$ cat config.mk
export PLATFORM = sky130hd
export DESIGN_NAME = csad_top
export DESIGN_NICKNAME = d
export VERILOG_FILES = /design/src/pkg/csad_pkg.sv /design/src/pkg/csad_div_if.sv /design/src/hdl/csad_divider.sv /design/src/hdl/csad_lowpower.sv /design/src/hdl/csad_top.sv
export VERILOG_INCLUDE_DIRS = /design/src /design/src/pkg
export SDC_FILE = /design/constraint.sdc
export NUM_CORES = 2
export LEC_CHECK = 0
export BUFFER_PORTS_ARGS = -buffer_cell sky130_fd_sc_hd__clkbuf_2
export CAP_MARGIN = 10
export CORE_MARGIN = 1
export CORE_UTILIZATION = 25
export CTS_CLUSTER_SIZE = 40
export DETAILED_ROUTE_END_ITERATION = 8
export HOLD_SLACK_MARGIN = 0.12
export PLACE_DENSITY = 0.39
export SETUP_SLACK_MARGIN = 0.3
export SLEW_MARGIN = 20
export SYNTH_ARGS = -nofsm -noshare
export SYNTH_HDL_FRONTEND = slang
export SYNTH_SLANG_ARGS = --single-unit
$ cat constraint.sdc
create_clock -name clock -period 4 [get_ports clock]
set_input_delay 0.8 -clock clock [delete_from_list [all_inputs] [get_ports clock]]
set_output_delay 0.8 -clock clock [all_outputs]
set_load 0.03 [all_outputs]
$ cat src/pkg/csad_params.svh
// Timing counts, field limits and reset values of the clock source and distribution block.
// Function
// - Main oscillator output frequency is selectable among 3, 6, 12, 24, 48, 62 MHz.
// - Doubler emits twice its input rate; input is main, crystal or interconnect.
// - PLL input and feedback dividers give 4032 ratios for 24 to 67 MHz.
// - PLL sets a readable lock bit within 250 us of start.
// - PLL input is main oscillator, fast crystal or interconnect clock.
// - PLL output usable while locking; lock event routable to interconnect for interrupts.
// - Low-speed oscillator provides 1 kHz, 33 kHz and 100 kHz clocks.
// - Central tick counter is a free-running 13-bit counter on the 1 kHz clock.
// - Central tick counter runs always, except hibernate and debug halt.
// - Central tick counter gives periodic wake events; firmware can clear it.
// - Fast tick counter is 5-bit at 100 kHz, restarting at programmable terminal count.
// - Fast tick counter interrupts at terminal count only when enabled.
// - The 33 kHz clock is the 100 kHz clock divided by three.
// - Watch crystal clocks the sleep timer and yields a once-per-second event.
// - Eight extra interconnect clocks feed the eight digital dividers directly.
// - Seven sources enter distribution; master selection picks one of them.
// - A 16-bit divider makes bus clock from master; bus feeds CPU divider.
// - Eight programmable 16-bit dividers make digital clocks from any source.
// - Four 16-bit analog dividers have skew control against digital edges.
// - Each divider: 8-input mux, divide by 2 or more, ~50% duty, resync, deglitch.
// - Digital divider outputs return through interconnect, allowing 32-bit chained division.
// - USB clock is 48 MHz from interconnect or doubled 24 MHz source.
`ifndef CSAD_PARAMS_SVH
`define CSAD_PARAMS_SVH
`define CSAD_CLK_HZ      20000000
`define CSAD_CLK_MHZ     20
`define CSAD_LPF_HZ      100000
`define CSAD_LPF_DIV     (`CSAD_CLK_HZ / `CSAD_LPF_HZ)
`define CSAD_SLOW_HZ     1000
`define CSAD_SLOW_DIV    (`CSAD_LPF_HZ / `CSAD_SLOW_HZ)
`define CSAD_THIRD_DIV   3
`define CSAD_PLL_LOCK_US 250
`define CSAD_PLL_LOCK_CYC (`CSAD_PLL_LOCK_US * `CSAD_CLK_MHZ)
`define CSAD_WATCH_LAST  15'h7FFF
`define CSAD_DIV_MIN     16'h0002
`define CSAD_IMO_MAXCODE 3'h5
`define CSAD_IMO_RST     3'h0
`define CSAD_CREDIT_CAP  12'h800
`define CSAD_NDIV        14
`define CSAD_DIG_BASE    2
`define CSAD_ANA_BASE    10
`endif

$ cat src/pkg/csad_pkg.sv
// Types shared by the clock source and distribution modules.
package csad_pkg;
	typedef enum logic [2:0] {
		SRC_MAIN  = 3'h0,
		SRC_XTAL  = 3'h1,
		SRC_LPF   = 3'h2,
		SRC_WATCH = 3'h3,
		SRC_PLL   = 3'h4,
		SRC_DSI   = 3'h5,
		SRC_DBL   = 3'h6,
		SRC_AUX   = 3'h7
	} csad_src_e;
	typedef enum logic [2:0] {
		PLL_OFF     = 3'h1,
		PLL_LOCKING = 3'h2,
		PLL_LOCKED  = 3'h4
	} csad_pll_e;
	typedef logic [15:0] csad_div_t;
endpackage : csad_pkg

$ cat src/pkg/csad_div_if.sv
// Connection between the distribution logic and one clock divider.
`timescale 1ns/1ns
interface csad_div_if;
	logic [7:0]         srcTick;
	logic [2:0]         srcSel;
	csad_pkg::csad_div_t divVal;
	logic [3:0]         skew;
	logic               resyncEn;
	logic               masterTick;
	logic               clkOut;
	logic               tickOut;
	modport div (input srcTick, srcSel, divVal, skew, resyncEn, masterTick, output clkOut, tickOut);
	modport ctl (output srcTick, srcSel, divVal, skew, resyncEn, masterTick, input clkOut, tickOut);
endinterface : csad_div_if

$ cat src/hdl/csad_divider.sv
// One 16-bit clock divider with source mux, skew delay, master resync and deglitch.
`timescale 1ns/1ns
`include "csad_params.svh"
module csad_divider (
	input wire logic clock,
	input wire logic rstn,
	csad_div_if.div  dv
);
	logic [15:0] cnt_q;
	logic [2:0]  sel_q;
	logic        phase_q;
	logic        lvl_q;
	logic [3:0]  skewCnt_q;
	logic        clkOut_q;
	logic        tickOut_q;
	logic [15:0] ratio;
	logic [15:0] cntNext;
	logic        upd;

	// Division below two is forced to two; the high phase covers the first half count.
	assign ratio   = (dv.divVal < `CSAD_DIV_MIN) ? `CSAD_DIV_MIN : dv.divVal;
	assign cntNext = (cnt_q == ratio - 16'h0001) ? 16'h0000 : cnt_q + 16'h0001;
	assign upd     = !dv.resyncEn || dv.masterTick;

	// Source switch restarts the count with the output low so no runt pulse escapes.
	always_ff @(posedge clock or negedge rstn) begin
		if (!rstn) begin
			cnt_q   <= 16'h0000;
			sel_q   <= 3'h0;
			phase_q <= 1'b0;
		end else if (dv.srcSel != sel_q) begin
			sel_q   <= dv.srcSel;
			cnt_q   <= 16'h0000;
			phase_q <= 1'b0;
		end else if (dv.srcTick[sel_q]) begin
			cnt_q   <= cntNext;
			phase_q <= (cntNext < (ratio >> 1));
		end
	end

	// Each phase change waits skew cycles before reaching the output.
	always_ff @(posedge clock or negedge rstn) begin
		if (!rstn) begin
			lvl_q     <= 1'b0;
			skewCnt_q <= 4'h0;
		end else if (lvl_q != phase_q) begin
			if (skewCnt_q == dv.skew) begin
				lvl_q     <= phase_q;
				skewCnt_q <= 4'h0;
			end else begin
				skewCnt_q <= skewCnt_q + 4'h1;
			end
		end else begin
			skewCnt_q <= 4'h0;
		end
	end

	// The output level moves only on a master tick when resync is on.
	always_ff @(posedge clock or negedge rstn) begin
		if (!rstn) begin
			clkOut_q  <= 1'b0;
			tickOut_q <= 1'b0;
		end else begin
			if (upd) begin
				clkOut_q <= lvl_q;
			end
			tickOut_q <= upd && lvl_q && !clkOut_q;
		end
	end

	assign dv.clkOut  = clkOut_q;
	assign dv.tickOut = tickOut_q;
endmodule : csad_divider

$ cat src/hdl/csad_lowpower.sv
// Low-speed oscillator clocks with the central and fast tick counters.
`timescale 1ns/1ns
`include "csad_params.svh"
module csad_lowpower (
	input  wire logic        clock,
	input  wire logic        rstn,
	input  wire logic        hibernate,
	input  wire logic        debugHalt,
	input  wire logic        ctcClear,
	input  wire logic [3:0]  ctcTap,
	input  wire logic        ftcIrqEn,
	input  wire logic [4:0]  ftcTerminal,
	output logic             lpfTick,
	output logic             slowTick,
	output logic             thirdTick,
	output logic [12:0]      ctcCount,
	output logic             ctcEvent,
	output logic [4:0]       ftcCount,
	output logic             ftcIrq
);
	logic [7:0]  lpfDiv_q;
	logic [6:0]  slowDiv_q;
	logic [1:0]  thirdDiv_q;
	logic [12:0] tapMask;
	logic        ctcRun;

	assign tapMask = 13'((14'h0002 << ctcTap) - 14'h0001);
	assign ctcRun  = slowTick && !hibernate && !debugHalt;

	// The 100 kHz, 1 kHz and 33 kHz enables, each one cycle wide.
	always_ff @(posedge clock or negedge rstn) begin
		if (!rstn) begin
			lpfDiv_q   <= 8'h00;
			slowDiv_q  <= 7'h00;
			thirdDiv_q <= 2'h0;
			lpfTick    <= 1'b0;
			slowTick   <= 1'b0;
			thirdTick  <= 1'b0;
		end else begin
			lpfTick   <= (lpfDiv_q == 8'(`CSAD_LPF_DIV - 1));
			lpfDiv_q  <= (lpfDiv_q == 8'(`CSAD_LPF_DIV - 1)) ? 8'h00 : lpfDiv_q + 8'h01;
			slowTick  <= 1'b0;
			thirdTick <= 1'b0;
			if (lpfTick) begin
				slowTick   <= (slowDiv_q == 7'(`CSAD_SLOW_DIV - 1));
				slowDiv_q  <= (slowDiv_q == 7'(`CSAD_SLOW_DIV - 1)) ? 7'h00 : slowDiv_q + 7'h01;
				thirdTick  <= (thirdDiv_q == 2'(`CSAD_THIRD_DIV - 1));
				thirdDiv_q <= (thirdDiv_q == 2'(`CSAD_THIRD_DIV - 1)) ? 2'h0 : thirdDiv_q + 2'h1;
			end
		end
	end

	// Central counter: clear wins, halts in hibernate or debug, wraps freely.
	always_ff @(posedge clock or negedge rstn) begin
		if (!rstn) begin
			ctcCount <= 13'h0000;
			ctcEvent <= 1'b0;
		end else begin
			ctcEvent <= ctcRun && ((ctcCount & tapMask) == tapMask);
			if (ctcClear) begin
				ctcCount <= 13'h0000;
			end else if (ctcRun) begin
				ctcCount <= ctcCount + 13'h0001;
			end
		end
	end

	// Fast counter restarts at its terminal count and flags it when enabled.
	always_ff @(posedge clock or negedge rstn) begin
		if (!rstn) begin
			ftcCount <= 5'h00;
			ftcIrq   <= 1'b0;
		end else begin
			ftcIrq <= 1'b0;
			if (lpfTick) begin
				if (ftcCount >= ftcTerminal) begin
					ftcCount <= 5'h00;
					ftcIrq   <= ftcIrqEn;
				end else begin
					ftcCount <= ftcCount + 5'h01;
				end
			end
		end
	end
endmodule : csad_lowpower

$ cat src/hdl/csad_top.sv
// Clock sources, PLL, doubler and divider tree of the clock control block.
`timescale 1ns/1ns
`include "csad_params.svh"
module csad_top #(
	parameter int unsigned PLL_LOCK_CYC = `CSAD_PLL_LOCK_CYC
) (
	input  wire logic              clock,
	input  wire logic              rstn,
	input  wire logic              mainOscTick,
	input  wire logic [2:0]        mainOscCode,
	input  wire logic              fastXtalTick,
	input  wire logic              watchXtalTick,
	input  wire logic              dsiTick,
	input  wire logic [7:0]        dsiDigTick,
	input  wire logic [1:0]        dblSrcSel,
	input  wire logic              pllEnable,
	input  wire logic [1:0]        pllSrcSel,
	input  wire logic [5:0]        pllInDiv,
	input  wire logic [5:0]        pllFbDiv,
	input  wire logic              usbSrcSel,
	input  wire logic              hibernate,
	input  wire logic              debugHalt,
	input  wire logic              ctcClear,
	input  wire logic [3:0]        ctcTap,
	input  wire logic              ftcIrqEn,
	input  wire logic [4:0]        ftcTerminal,
	input  wire logic [2:0]        masterSel,
	input  wire logic [15:0]       busDiv,
	input  wire logic [15:0]       cpuDiv,
	input  wire logic [7:0][2:0]   digSel,
	input  wire logic [7:0][15:0]  digDiv,
	input  wire logic [7:0]        digResync,
	input  wire logic [3:0][2:0]   anaSel,
	input  wire logic [3:0][15:0]  anaDiv,
	input  wire logic [3:0][3:0]   anaSkew,
	output logic [2:0]             mainOscFreqSel,
	output logic                   pllLocked,
	output logic                   pllLockPulse,
	output logic                   pllTick,
	output logic                   dblTick,
	output logic                   lpfTick,
	output logic                   slowTick,
	output logic                   thirdTick,
	output logic [12:0]            ctcCount,
	output logic                   ctcEvent,
	output logic [4:0]             ftcCount,
	output logic                   ftcIrq,
	output logic                   sleepTick,
	output logic                   rtcSecond,
	output logic                   masterTick,
	output logic                   busClk,
	output logic                   cpuClk,
	output logic [7:0]             digClk,
	output logic [3:0]             anaClk,
	output logic                   usbTick
);
	// Picks one of the seven sources; the unused code falls back to the main oscillator.
	function automatic logic pickSrc(input logic [6:0] vec, input logic [2:0] sel);
		pickSrc = (sel == csad_pkg::SRC_AUX) ? vec[csad_pkg::SRC_MAIN] : vec[sel];
	endfunction : pickSrc

	logic [6:0]          srcVec;
	logic [6:0]          lowSrcVec;
	logic [2:0]          mainOscFreqSel_q;
	logic                masterTick_q;
	logic                usbTick_q;
	logic                sleepTick_q;
	logic                rtcSecond_q;
	logic [14:0]         watchCnt_q;
	logic                dblIn;
	logic [15:0]         dblCnt_q;
	logic [15:0]         dblPeriod_q;
	logic                dblTick_q;
	logic                pllIn;
	csad_pkg::csad_pll_e pllState_q;
	logic [15:0]         lockCnt_q;
	logic [13:0]         pllCfg_q;
	logic                pllEnable_q;
	logic                pllLockPulse_q;
	logic [11:0]         credit_q;
	logic [11:0]         creditAdd;
	logic [11:0]         inFactor;
	logic [11:0]         fbFactor;
	logic                pllTick_q;
	logic                lpfTickInt;

	// The seven distribution sources in their mux order.
	always_comb begin
		srcVec                       = 7'h00;
		srcVec[csad_pkg::SRC_MAIN]  = mainOscTick;
		srcVec[csad_pkg::SRC_XTAL]  = fastXtalTick;
		srcVec[csad_pkg::SRC_LPF]   = lpfTickInt;
		srcVec[csad_pkg::SRC_WATCH] = watchXtalTick;
		srcVec[csad_pkg::SRC_PLL]   = pllTick_q;
		srcVec[csad_pkg::SRC_DSI]   = dsiTick;
		srcVec[csad_pkg::SRC_DBL]   = dblTick_q;
	end

	// Doubler and PLL only see main oscillator, fast crystal or interconnect.
	assign lowSrcVec = {3'h0, mainOscTick, dsiTick, fastXtalTick, mainOscTick};
	assign dblIn     = pickSrc(lowSrcVec, {1'b0, dblSrcSel});
	assign pllIn     = pickSrc(lowSrcVec, {1'b0, pllSrcSel});

	// Main oscillator range code; codes above the top range are ignored.
	always_ff @(posedge clock or negedge rstn) begin
		if (!rstn) begin
			mainOscFreqSel_q <= `CSAD_IMO_RST;
		end else if (mainOscCode <= `CSAD_IMO_MAXCODE) begin
			mainOscFreqSel_q <= mainOscCode;
		end
	end

	// Master tick follows the selected source one cycle later.
	always_ff @(posedge clock or negedge rstn) begin
		if (!rstn) begin
			masterTick_q <= 1'b0;
		end else begin
			masterTick_q <= pickSrc(srcVec, masterSel);
		end
	end

	// Doubler measures the input period and adds a second tick halfway through it.
	always_ff @(posedge clock or negedge rstn) begin
		if (!rstn) begin
			dblCnt_q    <= 16'h0000;
			dblPeriod_q <= 16'h0000;
			dblTick_q   <= 1'b0;
		end else if (dblIn) begin
			dblPeriod_q <= dblCnt_q + 16'h0001;
			dblCnt_q    <= 16'h0000;
			dblTick_q   <= 1'b1;
		end else begin
			if (dblCnt_q != 16'hFFFF) begin
				dblCnt_q <= dblCnt_q + 16'h0001;
			end
			dblTick_q <= (dblPeriod_q > 16'h0001) && (dblCnt_q + 16'h0001 == (dblPeriod_q >> 1));
		end
	end

	// PLL lock sequence; a change of source or divider restarts the lock wait.
	always_ff @(posedge clock or negedge rstn) begin
		if (!rstn) begin
			pllState_q     <= csad_pkg::PLL_OFF;
			lockCnt_q      <= 16'h0000;
			pllCfg_q       <= 14'h0000;
			pllEnable_q    <= 1'b0;
			pllLockPulse_q <= 1'b0;
		end else begin
			pllEnable_q    <= pllEnable;
			pllCfg_q       <= {pllSrcSel, pllInDiv, pllFbDiv};
			pllLockPulse_q <= 1'b0;
			case (pllState_q)
				csad_pkg::PLL_OFF: begin
					lockCnt_q <= 16'h0000;
					if (pllEnable && !pllEnable_q) begin
						pllState_q <= csad_pkg::PLL_LOCKING;
					end
				end
				csad_pkg::PLL_LOCKING: begin
					if (!pllEnable) begin
						pllState_q <= csad_pkg::PLL_OFF;
					end else if (pllCfg_q != {pllSrcSel, pllInDiv, pllFbDiv}) begin
						lockCnt_q <= 16'h0000;
					end else if (lockCnt_q == 16'(PLL_LOCK_CYC - 1)) begin
						pllState_q     <= csad_pkg::PLL_LOCKED;
						pllLockPulse_q <= 1'b1;
					end else begin
						lockCnt_q <= lockCnt_q + 16'h0001;
					end
				end
				csad_pkg::PLL_LOCKED: begin
					lockCnt_q <= 16'h0000;
					if (!pllEnable) begin
						pllState_q <= csad_pkg::PLL_OFF;
					end else if (pllCfg_q != {pllSrcSel, pllInDiv, pllFbDiv}) begin
						pllState_q <= csad_pkg::PLL_LOCKING;
					end
				end
				default: begin
					pllState_q <= csad_pkg::PLL_OFF;
				end
			endcase
		end
	end

	// Input factor 1..64 and feedback factor 1..63 give the ratio set.
	assign inFactor  = {5'h00, 7'({1'b0, pllInDiv} + 7'h01)};
	assign fbFactor  = (pllFbDiv == 6'h00) ? 12'h001 : {6'h00, pllFbDiv};
	assign creditAdd = (pllIn && credit_q < `CSAD_CREDIT_CAP) ? fbFactor : 12'h000;

	// Output ticks average input rate times feedback over input factor.
	always_ff @(posedge clock or negedge rstn) begin
		if (!rstn) begin
			credit_q  <= 12'h000;
			pllTick_q <= 1'b0;
		end else if (pllState_q == csad_pkg::PLL_OFF) begin
			credit_q  <= 12'h000;
			pllTick_q <= 1'b0;
		end else if (credit_q + creditAdd >= inFactor) begin
			credit_q  <= credit_q + creditAdd - inFactor;
			pllTick_q <= 1'b1;
		end else begin
			credit_q  <= credit_q + creditAdd;
			pllTick_q <= 1'b0;
		end
	end

	// Watch crystal feeds the sleep timer and marks each full second.
	always_ff @(posedge clock or negedge rstn) begin
		if (!rstn) begin
			watchCnt_q  <= 15'h0000;
			sleepTick_q <= 1'b0;
			rtcSecond_q <= 1'b0;
		end else begin
			sleepTick_q <= watchXtalTick;
			rtcSecond_q <= watchXtalTick && (watchCnt_q == `CSAD_WATCH_LAST);
			if (watchXtalTick) begin
				watchCnt_q <= watchCnt_q + 15'h0001;
			end
		end
	end

	// USB domain takes the interconnect 48 MHz clock or the doubled source.
	always_ff @(posedge clock or negedge rstn) begin
		if (!rstn) begin
			usbTick_q <= 1'b0;
		end else begin
			usbTick_q <= usbSrcSel ? dsiTick : dblTick_q;
		end
	end

	csad_lowpower u_lowpower (
		.clock       (clock),
		.rstn        (rstn),
		.hibernate   (hibernate),
		.debugHalt   (debugHalt),
		.ctcClear    (ctcClear),
		.ctcTap      (ctcTap),
		.ftcIrqEn    (ftcIrqEn),
		.ftcTerminal (ftcTerminal),
		.lpfTick     (lpfTickInt),
		.slowTick    (slowTick),
		.thirdTick   (thirdTick),
		.ctcCount    (ctcCount),
		.ctcEvent    (ctcEvent),
		.ftcCount    (ftcCount),
		.ftcIrq      (ftcIrq)
	);

	csad_div_if dvIf [`CSAD_NDIV] ();

	// Divider 0 makes the bus clock, divider 1 the CPU clock from it.
	assign dvIf[0].srcTick  = {8{masterTick_q}};
	assign dvIf[0].srcSel   = 3'h0;
	assign dvIf[0].divVal   = busDiv;
	assign dvIf[0].skew     = 4'h0;
	assign dvIf[0].resyncEn = 1'b1;
	assign dvIf[1].srcTick  = {8{dvIf[0].tickOut}};
	assign dvIf[1].srcSel   = 3'h0;
	assign dvIf[1].divVal   = cpuDiv;
	assign dvIf[1].skew     = 4'h0;
	assign dvIf[1].resyncEn = 1'b1;

	genvar gi;
	generate
		for (gi = 0; gi < `CSAD_NDIV; gi++) begin : g_div
			assign dvIf[gi].masterTick = masterTick_q;
			csad_divider u_div (
				.clock (clock),
				.rstn  (rstn),
				.dv    (dvIf[gi])
			);
		end
		// Digital dividers: seven sources plus their own interconnect clock.
		for (gi = 0; gi < 8; gi++) begin : g_dig
			assign dvIf[gi + `CSAD_DIG_BASE].srcTick  = {dsiDigTick[gi], srcVec};
			assign dvIf[gi + `CSAD_DIG_BASE].srcSel   = digSel[gi];
			assign dvIf[gi + `CSAD_DIG_BASE].divVal   = digDiv[gi];
			assign dvIf[gi + `CSAD_DIG_BASE].skew     = 4'h0;
			assign dvIf[gi + `CSAD_DIG_BASE].resyncEn = digResync[gi];
			assign digClk[gi] = dvIf[gi + `CSAD_DIG_BASE].clkOut;
		end
		// Analog dividers: always resynchronised, each with its own skew delay.
		for (gi = 0; gi < 4; gi++) begin : g_ana
			assign dvIf[gi + `CSAD_ANA_BASE].srcTick  = {dsiTick, srcVec};
			assign dvIf[gi + `CSAD_ANA_BASE].srcSel   = anaSel[gi];
			assign dvIf[gi + `CSAD_ANA_BASE].divVal   = anaDiv[gi];
			assign dvIf[gi + `CSAD_ANA_BASE].skew     = anaSkew[gi];
			assign dvIf[gi + `CSAD_ANA_BASE].resyncEn = 1'b1;
			assign anaClk[gi] = dvIf[gi + `CSAD_ANA_BASE].clkOut;
		end
	endgenerate

	// Every output but pllLocked is taken from a flip-flop; pllLocked is decoded from pllState_q.
	assign mainOscFreqSel = mainOscFreqSel_q;
	assign pllLocked      = (pllState_q == csad_pkg::PLL_LOCKED);
	assign pllLockPulse   = pllLockPulse_q;
	assign pllTick        = pllTick_q;
	assign dblTick        = dblTick_q;
	assign lpfTick        = lpfTickInt;
	assign sleepTick      = sleepTick_q;
	assign rtcSecond      = rtcSecond_q;
	assign masterTick     = masterTick_q;
	assign busClk         = dvIf[0].clkOut;
	assign cpuClk         = dvIf[1].clkOut;
	assign usbTick        = usbTick_q;
endmodule : csad_top

# Word level (Yosys, flattened, before mapping)

Cells that the tools add are included.

Logic and storage cells: 522
Flip-flop bits (word level): 502
Output and inout port bits: 48
Bits of input ports: 335

Reduce and logical (&&, ||, !) cells: 72
Add/subtract/negate cells: 54
Bitwise operators: 1
Equal/unequal tests: 63
$lt $le $gt $ge: 48
Shift-type cells: 1
Muxes and demuxes: 174

Operators by type and width:

| kind                    | number |
|---|---|
| $mux W16                | 59 |
| $add A16 B1 Y16 const B | 16 |
| $eq A16 B16 Y1          | 14 |
| $lt A16 B15 Y1          | 14 |
| $lt A16 B2 Y1 const B   | 14 |
| $sub A16 B1 Y16 const B | 14 |
| $mux W4                 | 28 |
| $add A4 B1 Y4 const B   | 14 |
| $mux W1                 | 54 |
| $lt A3 B4 Y1 const B    | 13 |
| $logic_not A4 Y1        | 10 |
| $bmux W1 S3             | 13 |
| $ne A3 B3 Y1            | 12 |
| $pmux W16 S2            | 1 |
| $reduce_bool A2 Y1      | 15 |
| $reduce_and A2 Y1       | 14 |
| $mux W13                | 2 |
| $mux W12                | 2 |
| $mux W3                 | 6 |
| $eq A16 B13 Y1 const B  | 1 |
| $eq A16 B15 Y1          | 1 |
| $eq A4 B4 Y1            | 4 |
| $gt A16 B1 Y1 const B   | 1 |
| $ne A16 B16 Y1 const B  | 1 |
| 44 further kinds        | 90 |

# Longest topological paths before layout

Depth in word-level cells: 8
Gate-level depth with buffers: 25

# Cells and area by module

Synthesis repeated with hierarchy kept, for this count alone.

Cells, all modules: 5655
Area, all modules: 46744.8 um^2

Modules (own cells, without submodules):

| module                             | seq. area each (um^2) | area each (um^2) | times used | cells each |
|---|---|---|---|---|
| csad_divider (g_div[10].u_div ...) | 675.6                 | 2770.2           | 12         | 345 |
| csad_top                           | 2553.7                | 6035.8           | 1          | 636 |
| csad_divider (g_div[0].u_div ...)  | 675.6                 | 2667.6           | 2          | 330 |
| csad_lowpower                      | 1001.0                | 2132.0           | 1          | 219 |

# Worst setup path after synthesis

No wires, ideal clock.

Path kind: input to register
Start point: in digDiv[40] (netlist name)
End point: reg g_div[4].u_div.phase_q
Arrival: 6127 ps
Stages: 24
Path slack: -2195 ps
Library setup time: 67 ps
Cell sequence: or4_4 or4_1 o21ai_0 ha_1 or4b_1 nor4_1 mux2i_1 mux2i_1 a21oi_1 nor4b_2 and3_4 buf_6 buf_6 buf_2 a21oi_1 ha_1 a21o_1 a21o_1 a21oi_1 a21oi_1 and3_1 a2111oi_0 o221ai_1 nand2_1

Cells in the longest elaborated chain, start to end: 8

Ends and longest elaborated chain:

| item                           | RTL line           | RTL |
|---|---|---|
| start: declaration             | csad_top.sv:31     | `input wire logic [7:0][15:0] digDiv,` |
| $lt A16 B2 Y1 (no source line) | -                  |  |
| $mux W16 (*)                   | csad_divider.sv:21 | `` assign ratio = (dv.divVal < `CSAD_DIV_MIN) ? `CSAD_DIV_MIN : dv.divVal; `` |
| $sub A16 B1 Y16                | csad_divider.sv:22 | `assign cntNext = (cnt_q == ratio - 16'h0001) ? 16'h0000 : cnt_q + 16'h0001;` |
| $eq A16 B16 Y1                 | csad_divider.sv:22 |  |
| $mux W16                       | csad_divider.sv:22 |  |
| $lt A16 B15 Y1 (*)             | csad_divider.sv:37 | `phase_q <= (cntNext < (ratio >> 1));` |
| $mux W1 (*)                    | csad_divider.sv:35 | `end else if (dv.srcTick[sel_q]) begin` |
| $mux W1 (*)                    | csad_divider.sv:31 | `end else if (dv.srcSel != sel_q) begin` |
| end signal: assignment         | csad_divider.sv:37 |  |
| end: declaration               | csad_divider.sv:11 | `logic phase_q;` |

Mark *: on every way between the ends. The rest lies on a longest branch, timed or not. The select of a mux whose other input is x is not followed.
A chain may end at the register's enable or synchronous reset.

# Final worst setup path

Start point: in digDiv[37] (netlist name)
End point: reg g_div[4].u_div.phase_q

Same word-level chain as after synthesis.

==> impl_summary.log <==
INFO  metric layout_worst_path_cycle_share = 128%
INFO  metric postSynth.asyncResetShare = 100%
INFO  metric fillers = 17.4k
INFO  metric post-dp-hpwl = 110000 um
INFO  metric cts_made_buffers = 74
INFO  metric mappedNetlistNets = 5747
INFO  metric final-hold-violation-count = 0
INFO  metric timing.critical_path.max_delay_family = simple AND/OR/NAND/NOR gates
INFO  metric final_design_area_no_fill = 57600 um^2
INFO  metric worstPathCellList = clkbuf_2, or4_4, or4_4, o21ai_4, ha_2, or4b_4, buf_6, nor4_4, mux2i_1, mux2i_1, a21oi_1, nor4b_4, and3_4, a21oi_1, ha_1, a21o_1, a21o_1, a21oi_2, a21oi_2, and3_1, a2111oi_2, o221ai_1, nand2_1
INFO  metric grt_antenna_before_repair = 16
INFO  metric maximum_number_of_pins_on_one_net_before_global_route_repair = 88
INFO  metric crit_arrival = 5.70 ns
INFO  metric highest_count_cells_in_the_layout_ignoring_fill_and_taps = 768 x sky130_fd_sc_hd__buf_4, 513 x sky130_fd_sc_hd__nor2_1, 498 x sky130_fd_sc_hd__dfrtp_1
INFO  metric layout.nets = 6781
INFO  metric crit_fanout = 5
INFO  metric grt_util_met2 = 27.6%
INFO  metric drt_first_iter_violations = 2058
INFO  metric yosysWarningCount = 0
INFO  metric maxCapViolCount = 0
INFO  metric synth_cell_types = 96
INFO  metric clkTransAtPathRegs = 0.06 ns
INFO  metric drt-vias-per-instance = 4.80
INFO  metric start_kind = input pin
INFO  metric slowest_stage = sky130_fd_sc_hd__or4_4
INFO  metric die_height = 412 um
INFO  metric final-setup-viol-count = 30
INFO  metric routed_wl = 142000 um
INFO  metric timing.final.ws_setup = -1.11 ns
INFO  metric drt-pass1-iter-count = 5
INFO  metric maxSlewViolCount = 0
INFO  metric worst_pin_slew = 0.933 ns
INFO  metric worstSetupEndpointType = register
INFO  metric grt-ovfl-total = 0
INFO  metric fin_tns_setup = -11.04 ns
INFO  metric vias_in_the_first_global_route = 40.6k
INFO  metric initial_utilization = 25.2%
INFO  metric total_via_count_in_the_routed_design = 40.5k
INFO  metric grt-busiest-layer = met2
INFO  metric synthesis.instances = 5135
INFO  metric use_met3 = 2.61%
INFO  metric p_per_area = 318 nW/um^2
INFO  metric outcome = finished with violations
INFO  metric total_standard_cell_area_after_synthesis = 42100 um^2
INFO  metric post_detailed_placement_cell_area = 52300 um^2
INFO  metric yosysSeqAreaShare = 29.8%
INFO  metric postSynthRegisterBits = 501
INFO  metric synth-main-ff-cell = sky130_fd_sc_hd__dfrtp_1
INFO  metric postSynthAreaPerCell = 8.19 um^2
INFO  metric die_x = 412 um
INFO  metric final.setup_skew = 0.0239 ns
INFO  metric slew-limit-headroom = 36.6%
INFO  metric detail_route.wl_per_cell = 16.8 um
INFO  metric max-clock-path-buffers = 3
INFO  metric path_buf_inv = 2
INFO  metric area_growth_syn_to_layout = 36.9%
INFO  metric most_common_cell_after_layout_fill_and_taps_aside = sky130_fd_sc_hd__buf_4
INFO  metric clk_root_buffer_cell = sky130_fd_sc_hd__clkbuf_16
INFO  metric replace_congestion = 0.817
INFO  metric route.detailed.drc = 0
INFO  metric timing.setup.critical_path_class = in2reg
INFO  metric boundaryPins = 383
INFO  metric grtUsageTotal = 16.3%
INFO  metric cts_hold_repair.buffers = 0
INFO  metric violations = negative setup slack
INFO  metric unrepaired_setup_endpoints_after_global_routing = yes
INFO  metric leakage = 25.8 nW
INFO  metric max-vdd-ir-drop = 283 uV
INFO  metric numClockSinks = 501
INFO  metric max_freq = 0.196 GHz
INFO  metric cpPeakStageDelay = 0.58 ns
INFO  metric std_cell_rows = 150
INFO  metric cts.htree.levels = 3
INFO  metric port_buffers = 382
INFO  metric grtUsageMet1 = 22.0%
INFO  metric core_area = 167000 um^2
INFO  metric ant_nets = 0
INFO  metric clk_latency = 0.65 ns
INFO  metric number_of_enable_type_register_cells_in_the_synthesized_netlist = 0
INFO  metric worst-endpoint-required = 4.59 ns
INFO  metric final_layout_size_suffix_gt1_share = 29.6%
INFO  metric grt_pass1_wl = 225000 um
INFO  metric worstHoldPathType = in2async
INFO  metric cts_tree = built
INFO  metric placement.setup.worst_slack = -1.86 ns
INFO  metric min_tclk_post_route = 5.11 ns
INFO  metric die_area = 170000 um^2
[timing repair]
item / CTS / global route
endpoints found under the hold margin: 0 / 0
gates cloned: 2 / 1
buffers inserted: 73 / 44
resized for setup: 195 / 188
endpoints found under the setup margin: 103 / 115
pin swaps: 153 / 127
[area by class of cell]
cell class,instances,area (um^2),share of cell area (%)
diodes,3,7.51,0.0130
clock buffers,98,2090,3.63
clock inverters,38,500,0.869
inverters,311,1170,2.03
multi-input cells,4051,29700,51.6
flip-flops and latches,501,12500,21.8
well taps,2204,2760,4.79
repair buffers,1230,8820,15.3
[logic make-up after synthesis]
group,Yosys count,share of synthesized area (%)
flip-flops,501,29.8
AO/OA/AOI/OAI,974,14.8
adder cells (fa/ha/maj),277,8.27
XOR/XNOR,601,12.5
buffers and inverters,584,5.44
AND/OR/NAND/NOR,2059,25.2
multiplexers,139,4.03
[where the power goes]
group / leakage (nW) / switching, mW / internal (mW)
combinational: 17.9 / 2.90 / 2.70
sequential: 6.68 / 0.419 / 5.33
clock: 1.27 / 2.76 / 4.24
[sequential cells by signal, indices dropped and copies added, names as in the netlist, 15 cells and up]
name	count
g_div.u_div.sel_q	36
lockCnt_q	16
watchCnt_q	15
g_div.u_div.cnt_q	224
dblCnt_q	16
dblPeriod_q	15
g_div.u_div.skewCnt_q	56
[synthesized netlist by cell type, types with 10 or more instances]
library cell,n,area (um^2)
sky130_fd_sc_hd__a2111oi_0,18,158
sky130_fd_sc_hd__a211oi_1,28,210
sky130_fd_sc_hd__a21o_1,61,458
sky130_fd_sc_hd__a21oi_1,291,1460
sky130_fd_sc_hd__a221o_1,13,130
sky130_fd_sc_hd__a31o_2,16,140
sky130_fd_sc_hd__a31oi_1,25,156
sky130_fd_sc_hd__a41oi_1,17,149
sky130_fd_sc_hd__and2_1,28,175
sky130_fd_sc_hd__and3_1,103,644
sky130_fd_sc_hd__and4_1,27,236
sky130_fd_sc_hd__buf_1,15,56.3
sky130_fd_sc_hd__buf_2,22,110
sky130_fd_sc_hd__buf_4,14,105
sky130_fd_sc_hd__clkbuf_1,220,826
sky130_fd_sc_hd__dfrtp_1,500,12500
sky130_fd_sc_hd__ha_1,275,3440
sky130_fd_sc_hd__inv_1,308,1160
sky130_fd_sc_hd__mux2_2,44,495
sky130_fd_sc_hd__mux2i_1,75,751
sky130_fd_sc_hd__mux4_2,20,450
sky130_fd_sc_hd__nand2_1,306,1150
sky130_fd_sc_hd__nand2b_1,79,494
sky130_fd_sc_hd__nand3_1,286,1430
sky130_fd_sc_hd__nand3b_1,59,443
sky130_fd_sc_hd__nand4_1,112,701
sky130_fd_sc_hd__nor2_1,553,2080
sky130_fd_sc_hd__nor2b_1,94,588
sky130_fd_sc_hd__nor3_1,155,776
sky130_fd_sc_hd__nor3b_1,23,173
sky130_fd_sc_hd__nor4_1,76,475
sky130_fd_sc_hd__nor4b_1,12,105
sky130_fd_sc_hd__o2111ai_1,10,87.6
sky130_fd_sc_hd__o211ai_1,27,203
sky130_fd_sc_hd__o21a_1,11,82.6
sky130_fd_sc_hd__o21ai_0,258,1290
sky130_fd_sc_hd__o22ai_1,16,100
sky130_fd_sc_hd__o31ai_1,72,541
sky130_fd_sc_hd__or2_2,17,106
sky130_fd_sc_hd__or3_1,43,269
sky130_fd_sc_hd__or4_1,48,360
sky130_fd_sc_hd__xnor2_1,390,3420
sky130_fd_sc_hd__xor2_1,211,1850
[per-stage QoR]
stage          power (mW)  std cells  util [%]  hold slack [ns]
2_1_floorplan        8.53       5135         -            0.433
3_3_place_gp         10.7       8177      31.3            0.448
5_1_grt              19.5       8435      34.5            0.218
6_report             18.3       8436      34.5            0.233
3_5_place_dp         10.7       8177      31.3            0.450
4_1_cts              18.4       8388      33.7            0.200
[worst paths after layout]
kind	startpoint	endpoint	slack, ns	cells after the start
min in group clock	anaSel[5]	g_div[11].u_div.sel_q[2]$_DFFE_PN0N_	0.28	1
hold / removal	rstn	g_div[3].u_div.sel_q[1]$_DFFE_PN0N_	0.23	1
hold reg to reg	g_div[0].u_div.dv.clkOut$_DFFE_PN0P_	g_div[0].u_div.dv.tickOut$_DFF_PN0_	0.46	1
setup reg to reg	g_div[9].u_div.cnt_q[2]$_DFFE_PN0P_	g_div[9].u_div.phase_q$_DFFE_PN0P_	0.21	17
setup / recovery	digDiv[37]	g_div[4].u_div.phase_q$_DFFE_PN0P_	-1.11	23
max in group asynchronous	rstn	u_lowpower.slowDiv_q[4]$_DFFE_PN0P_	2.75	2
[layer usage]
layer  vias up  part of all wire, %
li1      20300                    -
met2       528                   47
met4        12                  1.6
met1     19500                   48
met3       155                  3.5
met5         -                0.049
(Power assumes the default switching activity.)
